`src/rtl/strap_map.svh`:
```
// Function
// - mode strap low: lead port runs four lanes, follower port unavailable.
// - mode strap high: lead and follower run as independent single-lane ports.
// - mode strap captured only at reset release, later changes ignored; code captures it at end of hold window, 10 clocks after release.
// - lead powerdown strap low: lead powered up, follower follows its strap.
// - lead powerdown strap high: both ports powered down.
// - lead powerdown acts on all four lanes of the macro together.
// - follower powered up when its strap low, down when high.
// - powerdown straps steady 10 clocks after release; sampled then, ignored after.
// - software may override lead powerdown through the clock selection register.
// - software may override follower powerdown through the clock selection register.
// - strap pins are inputs normally, driven as outputs only in test mode.
//
// Purpose: offsets, fields and timing for the strap loader
// Assumes: 40 MHz reference clock
// Notes:   register offsets are byte addresses of 32-bit words
`ifndef STRAP_MAP_SVH
`define STRAP_MAP_SVH

`define CLK_PERIOD_NS       25
`define STRAP_HOLD_CYCLES   10
`define STRAP_SAMPLE_CYCLE  (`STRAP_HOLD_CYCLES - 1)

`define CLKSEL_OFFSET       8'h00
`define STATUS_OFFSET       8'h04
`define TEST_OFFSET         8'h08

// clock selection register fields
`define CLKSEL_LEAD_PD_BIT  0
`define CLKSEL_FOLL_PD_BIT  1
// test register fields
`define TEST_EN_BIT         0
`define TEST_MODE_BIT       1
`define TEST_LEAD_BIT       2
`define TEST_FOLL_BIT       3

`define CLKSEL_RESET        2'h0
`define TEST_RESET          4'h0

`endif

```
`src/rtl/strap_pkg.sv`:
```
// Purpose: types for the strap loader
// Assumes: nothing
// Notes:   none
package strap_pkg;
  typedef enum logic [1:0] {ST_WAIT, ST_RUN} phase_t;

  typedef struct packed {
    phase_t     phase;
    logic [3:0] cnt;
    logic [1:0] mode_sync;
    logic [1:0] lead_sync;
    logic [1:0] foll_sync;
    logic       mode;
    logic       lead_pd;
    logic       foll_pd;
    logic       lead_ovr;
    logic       foll_ovr;
    logic [3:0] test;
    logic [31:0] rdata;
  } state_t;
endpackage

```
`src/rtl/port_pair_strap_config.sv`:
```
// Purpose: reset-time strap capture for one lead/follower port pair
// Assumes: strap pins asynchronous to MCLK; RST released synchronously
// Notes:   one clock domain, clock enable freezes all state
`include "strap_map.svh"
`timescale 1ns/1ps
`default_nettype none

module port_pair_strap_config (
  // clock and reset
  input  wire logic        MCLK,
  input  wire logic        RST,
  input  wire logic        CE,
  // register port
  input  wire logic [7:0]  ADDR,
  input  wire logic [31:0] WDATA,
  input  wire logic        WR,
  input  wire logic        RD,
  output logic      [31:0] RDATA,
  // strap pins
  input  wire logic        PAIR_LANE_MODE_STRAP_I,
  output logic             PAIR_LANE_MODE_STRAP_O,
  output logic             PAIR_LANE_MODE_STRAP_OE,
  input  wire logic        LEAD_PORT_POWERDOWN_STRAP_I,
  output logic             LEAD_PORT_POWERDOWN_STRAP_O,
  output logic             LEAD_PORT_POWERDOWN_STRAP_OE,
  input  wire logic        FOLLOWER_PORT_POWERDOWN_STRAP_I,
  output logic             FOLLOWER_PORT_POWERDOWN_STRAP_O,
  output logic             FOLLOWER_PORT_POWERDOWN_STRAP_OE,
  // port controls
  output logic             CONFIG_DONE,
  output logic             LEAD_FOUR_LANE,
  output logic             FOLLOWER_AVAILABLE,
  output logic [3:0]       SERDES_POWERDOWN_CONTROL,
  output logic             FOLLOWER_POWERDOWN
);
  import strap_pkg::*;

  state_t s_q;
  state_t s_d;
  logic   lead_eff;
  logic   foll_eff;

  // ----------------------------------------
  // effective power-down
  // ----------------------------------------
  always_comb begin
    lead_eff = s_q.lead_pd;
    foll_eff = s_q.foll_pd;
  end

  // ----------------------------------------
  // next state
  // ----------------------------------------
  always_comb begin
    s_d = s_q;
    s_d.rdata = 32'h0;
    s_d.mode_sync = {s_q.mode_sync[0], PAIR_LANE_MODE_STRAP_I};
    s_d.lead_sync = {s_q.lead_sync[0], LEAD_PORT_POWERDOWN_STRAP_I};
    s_d.foll_sync = {s_q.foll_sync[0], FOLLOWER_PORT_POWERDOWN_STRAP_I};
    unique case (s_q.phase)
      ST_WAIT: begin
        if (s_q.cnt == 4'(`STRAP_SAMPLE_CYCLE)) begin
          // capture once at end of hold window
          s_d.mode    = s_q.mode_sync[1];
          s_d.lead_pd = s_q.lead_sync[1];
          s_d.foll_pd = s_q.foll_sync[1];
          s_d.phase   = ST_RUN;
        end else begin
          s_d.cnt = s_q.cnt + 4'h1;
        end
      end
      ST_RUN: begin
        if (WR && ADDR == `CLKSEL_OFFSET) begin
          s_d.lead_pd = WDATA[`CLKSEL_LEAD_PD_BIT];
          s_d.foll_pd = WDATA[`CLKSEL_FOLL_PD_BIT];
        end
      end
      default: s_d.phase = ST_WAIT;
    endcase
    if (WR && ADDR == `TEST_OFFSET) begin
      s_d.test = WDATA[3:0];
    end
    if (RD) begin
      unique case (ADDR)
        `CLKSEL_OFFSET: begin
          s_d.rdata[`CLKSEL_LEAD_PD_BIT] = s_q.lead_pd;
          s_d.rdata[`CLKSEL_FOLL_PD_BIT] = s_q.foll_pd;
        end
        `STATUS_OFFSET: begin
          s_d.rdata[0] = (s_q.phase == ST_RUN);
          s_d.rdata[1] = s_q.mode;
          s_d.rdata[2] = lead_eff;
          s_d.rdata[3] = lead_eff | foll_eff;
        end
        `TEST_OFFSET: s_d.rdata[3:0] = s_q.test;
        default:      s_d.rdata = 32'h0;
      endcase
    end
  end

  // ----------------------------------------
  // state register
  // ----------------------------------------
  always_ff @(posedge MCLK or posedge RST) begin
    if (RST) begin
      s_q.phase     <= ST_WAIT;
      s_q.cnt       <= 4'h0;
      s_q.mode_sync <= 2'h0;
      s_q.lead_sync <= 2'h0;
      s_q.foll_sync <= 2'h0;
      s_q.mode      <= 1'b0;
      s_q.lead_pd   <= 1'b1;
      s_q.foll_pd   <= 1'b1;
      s_q.lead_ovr  <= 1'b0;
      s_q.foll_ovr  <= 1'b0;
      s_q.test      <= `TEST_RESET;
      s_q.rdata     <= 32'h0;
    end else if (CE) begin
      s_q <= s_d;
    end
  end

  // ----------------------------------------
  // outputs
  // ----------------------------------------
  always_comb begin
    RDATA          = s_q.rdata;
    CONFIG_DONE    = (s_q.phase == ST_RUN);
    LEAD_FOUR_LANE = CONFIG_DONE && !s_q.mode;
    FOLLOWER_AVAILABLE = CONFIG_DONE && s_q.mode;
    SERDES_POWERDOWN_CONTROL = {4{lead_eff}};
    FOLLOWER_POWERDOWN = lead_eff | foll_eff;
    // pins driven only in test mode
    PAIR_LANE_MODE_STRAP_OE          = s_q.test[`TEST_EN_BIT];
    LEAD_PORT_POWERDOWN_STRAP_OE     = s_q.test[`TEST_EN_BIT];
    FOLLOWER_PORT_POWERDOWN_STRAP_OE = s_q.test[`TEST_EN_BIT];
    PAIR_LANE_MODE_STRAP_O           = s_q.test[`TEST_MODE_BIT];
    LEAD_PORT_POWERDOWN_STRAP_O      = s_q.test[`TEST_LEAD_BIT];
    FOLLOWER_PORT_POWERDOWN_STRAP_O  = s_q.test[`TEST_FOLL_BIT];
  end
endmodule

`default_nettype wire

```
`config.mk`:
```
export PLATFORM = sky130hd
export DESIGN_NAME = port_pair_strap_config
export DESIGN_NICKNAME = d
export VERILOG_FILES = /design/src/rtl/strap_pkg.sv /design/src/rtl/port_pair_strap_config.sv
export VERILOG_INCLUDE_DIRS = /design/src /design/src/rtl
export SDC_FILE = /design/constraint.sdc
export NUM_CORES = 1
export LEC_CHECK = 0
export BUFFER_PORTS_ARGS = -buffer_cell sky130_fd_sc_hd__buf_2
export CORE_UTILIZATION = 41
export CTS_CLUSTER_SIZE = 25
export DETAILED_ROUTE_END_ITERATION = 12
export PLACE_DENSITY = 0.87
export SKIP_CTS_REPAIR_TIMING = 1
export SLEW_MARGIN = 20
export SYNTH_ARGS = -nofsm -noshare
export SYNTH_HDL_FRONTEND = slang
export SYNTH_SLANG_ARGS = --single-unit
```
`constraint.sdc`:
```
create_clock -name MCLK -period 2.39 [get_ports MCLK]
set_clock_uncertainty 0.2 [all_clocks]
set_input_delay 0.478 -clock MCLK [delete_from_list [all_inputs] [get_ports MCLK]]
set_output_delay 0.478 -clock MCLK [all_outputs]
set_load 0.005 [all_outputs]
```
# == After elaboration in Yosys (flattened, before gate mapping) ==
# Index checks and enable logic that the tools add are counted.
# word_totals
regBits,51
latch_bits,0
mem_bits_rw,0
romBits,0
output_inout_bits,46
wordCells,41
mem_count,0
# op_classes
addsub,1
n_mul,0
div_mod_pow,0
magnitude_cmp,0
eq_ne,6
shift,0
n_mux,8
bitwise,3
reduce_logical,13
# ops
cell,count
2-bit one-hot mux with 2 select lines,3
3-bit AND reduction,3
8-bit by 3-bit == test with 1-bit output (second input constant),1
8-bit by 4-bit == test with 1-bit output (second input constant),1
8-bit zero test,1
2-bit two-way mux,3
2-bit one-hot mux with 3 select lines,1
4-bit by 1-bit adder with 4-bit output (second input constant),1
4-bit == test (second input constant),1
1-bit logical AND,4
4-bit two-way mux,1
4-bit AND reduction,1
2-bit by 1-bit == test with 1-bit output (second input constant),1
2-bit zero test,1
2-bit by 1-bit inequality test with 1-bit output (second input constant),1
2-bit inequality test (second input constant),1
1-bit NOT,2
2-bit AND reduction,1
2-bit nonzero test,1
1-bit zero test,1
1-bit OR,1

# == Depth between registers and ports, before layout ==
# logic_depth
ltp_word,4
ltp_mapped,6

# == Least setup slack after synthesis ==
# No wires, ideal clock.
# synth_path
kind,input port to flip-flop
startpoint,input ADDR[1]
endpoint,register s_q (netlist bit FOLLOWER_PORT_POWERDOWN_STRAP_O)
setup_time_ns,0.128
t_arrival_ns,1.549
required_time_ns,2.062
slack_ns,0.514
path_stages,4
cell_sequence,nor4_2 > nand4_1 > nor3b_4 > mux2_1
# synth_via
elab_chain_cells,3
# synth_rtl
item,line_no,text
start: declaration,port_pair_strap_config.sv:14,"input wire logic [7:0] ADDR,"
8-bit by 4-bit == test with 1-bit output,n/a,
1-bit logical AND (no source line),n/a,
2-bit AND reduction (no source line),n/a,
end: declaration,port_pair_strap_config.sv:38,state_t s_q;
# Every way passes these cells.
# A chain may end at the register's enable or synchronous reset.

# == Final worst setup path ==
# layout_path
startpoint,register s_q (netlist bit lead_eff)
endpoint,output FOLLOWER_POWERDOWN
# layout_via
elab_chain_cells,1
# layout_rtl
item,line_no,text
1-bit OR,port_pair_strap_config.sv:132,FOLLOWER_POWERDOWN = lead_eff | foll_eff;
end: declaration,port_pair_strap_config.sv:34,output logic FOLLOWER_POWERDOWN
# Every way passes these cells.

==> results.sh <==
export IMPL_area_growth_pct=8.82
export IMPL_wl_per_cell_um=10.1
export IMPL_num_rows=20
export IMPL_reg2reg_setup_slack_ns=0.56
export IMPL_start_util_pct=43.3
export IMPL_clock_path_buffers=2
export IMPL_hold_class="input pin to flip-flop"
export IMPL_period_share_pct=77.1
export IMPL_first_pass_iters=3
export IMPL_avgSynthCellArea_sq_um=10.6
export IMPL_synthTopCellsByArea="dfrtp_1, buf_4, mux2_2"
export IMPL_port_buffers=37
export IMPL_peakVddDrop_mv=0.362
export IMPL_fillCellCount=313
export IMPL_place_congestion=0.761
export IMPL_fmax_mhz=542
export IMPL_layout_commonest_cell="buf_2"
export IMPL_synth_seq_cells=22
export IMPL_synth_distinct_cells=30
export IMPL_num_antenna_cells=0
export IMPL_cts_buffers=3
export IMPL_via_per_inst=4.11
export IMPL_ant_nets=0
export IMPL_reg2reg_to="lead_eff"
export IMPL_status="finished clean"
export IMPL_clkTransAtPathRegs_ns=0.11
export IMPL_crit_arrival_ns=1.17
export IMPL_antenna_found_initial=0
export IMPL_synth_top_cell_area_share_pct=37.5
export IMPL_endpoint_kind="output pin"
export IMPL_leakage_nw=0.764
export IMPL_maxSlewViolCount=0
export IMPL_dp_hpwl_mm=1.66
export IMPL_tns_ns=0
export IMPL_drc=0
export IMPL_syn_area_sq_mm=0.00133
export IMPL_power_mw=1.02
export IMPL_required_ns=1.71
export IMPL_drt_total_wl_mm=2.05
export IMPL_r2r_start="s_q[48]"
export IMPL_synth_edff_count=0
export IMPL_slowest_delay_ns=0.42
export IMPL_critPathLaunchType="flip-flop"
export IMPL_vias=830
export IMPL_grt_usage_pct=12.8
export IMPL_crit_chain="or2_2 > buf_2"
export IMPL_finalSetupViolations=0
export IMPL_power_density_mw_per_mm2=703
export IMPL_path_max_fanout=8
export IMPL_coreArea_sq_mm=0.00308
export IMPL_die_h_um=59.0
export IMPL_drtIter0Drc=13
export IMPL_final_cell_mix="buf_2, conb_1, dfrtp_1, mux2_2"
export IMPL_h_tree_depth=1
export IMPL_worstRegToRegCells=7
export IMPL_hp_start="WDATA[3]"
export IMPL_synth_main_ff_cell="dfrtp_1"
export IMPL_io_pins=94
export IMPL_die_x_um=59.0
export IMPL_cts_tree="yes"
export IMPL_fin_crit_ns=1.84
export IMPL_critPathBufInv=1
export IMPL_drive_above_1_share_pct=39.2
export IMPL_path_delay_family="flip-flops"
export IMPL_ys_seq_area_share_pct=41.5
export IMPL_synth_top_cell_by_area="dfrtp_1"
export IMPL_final_nets=209
export IMPL_synth_async_sr_flop_share_pct=100
export IMPL_multi_input_area_sq_um=571
export IMPL_grt_pass1_vias=754
export IMPL_regArea_sq_um=553
export IMPL_max_cap_violations=0
export IMPL_grt_max_degree=23
export IMPL_clock_latency_ns=0.31
export IMPL_hold_viol=0
export IMPL_cts_root_buf="clkbuf_4"
export IMPL_rsz0062_at_grt="no"
export IMPL_die_area_sq_mm=0.00349
export IMPL_worst_hold_path_endpoint="FOLLOWER_PORT_POWERDOWN_STRAP_O"
export IMPL_postSynthCellCount=126
export IMPL_worstSetupPathType="flip-flop to output pin"
export IMPL_grt_first_pass_wirelength_mm=3.22
export IMPL_grt_ovfl_total=0
export IMPL_slowest_stage="dfstp_2"
export IMPL_clock_sinks=22
export IMPL_ys_warn_count=0
export IMPL_whs_path_depth=2
==> logic make-up (layout without fill, tap and decap cells) <==
family,after synthesis,count (layout),share of synthesized area (%)
simple gates,26,26,11.8
fa+ha+maj,2,2,1.88
buf+inv,45,50,23.4
other cells,1,28,0.281
xor+xnor,3,3,1.97
compound gates,9,9,4.22
flops,22,22,41.5
mux,18,18,15.0
==> registers in the layout, summed over array words and instances, names as in the netlist <==
| signal | cells |
|---|---|
| PAIR_LANE_MODE_STRAP_O | 1 |
| FOLLOWER_PORT_POWERDOWN_STRAP_OE | 1 |
| RDATA | 4 |
| s_d | 3 |
| lead_eff | 1 |
| FOLLOWER_PORT_POWERDOWN_STRAP_O | 1 |
| s_q | 9 |
| LEAD_PORT_POWERDOWN_STRAP_O | 1 |
| foll_eff | 1 |
==> worst register-to-register path: stages (launching register included) <==
cell      delay (ns)
dfrtp_1         0.43
inv_1           0.07
ha_1            0.14
nand3b_1        0.10
nor3b_1         0.19
buf_4           0.15
o21bai_1        0.13
mux2_2          0.36
==> synth_stat cells (2+ instances only) <==
cell type and n:
mux2_2 12, dfstp_2 2, clkbuf_1 2, o21ai_0 2, a21oi_1 2, inv_1 5, ha_1 2, mux2_1 4
nand2_1 5, xnor2_1 2, nor2b_1 5, or2_2 2, nand4_1 2, mux2i_1 2, dfrtp_1 20, nor2_1 5
buf_4 38, o22ai_1 2
==> layout make-up <==
type	count	area share, %
Clock buffer	4	2.50
Sequential cell	22	38.1
Tap cell	44	3.79
Inverter	5	1.29
Multi-Input combinational cell	86	39.3
Timing Repair Buffer	41	15.0
==> how the worst max path moves through the flow <==
stage / from / end / slack (ns) / depth (start not counted)
floorplan: ADDR[1] / FOLLOWER_PORT_POWERDOWN_STRAP_O / 0.51 / 4
global placement: ADDR[1] / PAIR_LANE_MODE_STRAP_O / 0.28 / 5
detailed placement: ADDR[1] / PAIR_LANE_MODE_STRAP_O / 0.22 / 5
CTS: lead_eff / FOLLOWER_POWERDOWN / 0.52 / 2
global route: s_q[48] / lead_eff / 0.40 / 7
finish: lead_eff / FOLLOWER_POWERDOWN / 0.55 / 2
==> report_power, final <==
part	total, mW	switching, mW	internal, mW
sequential	0.536	0.0834	0.453
combinational	0.283	0.123	0.160
clock	0.201	0.108	0.0931
==> per-stage QoR <==
stage | hold WS (ns) | worst slack [ns] | utilization, % | instances | cell area [sq um]
2_1_floorplan | 0.246 | 0.514 | - | 153 | 1440
3_3_place_gp | 0.264 | 0.279 | 45.7 | 197 | 1410
3_5_place_dp | 0.268 | 0.217 | 45.7 | 197 | 1410
4_1_cts | -0.0274 | 0.525 | 46.8 | 201 | 1440
5_1_grt | 0.166 | 0.402 | 47.2 | 202 | 1450
6_report | 0.174 | 0.546 | 47.2 | 202 | 1450
==> routing by layer <==
layer  GRT usage (%)  wire length, um
met1            14.8              818
met2            21.6             1050
met3            3.49              138
met4            7.14               46
met5               0                0
(Power assumes the default switching activity.)
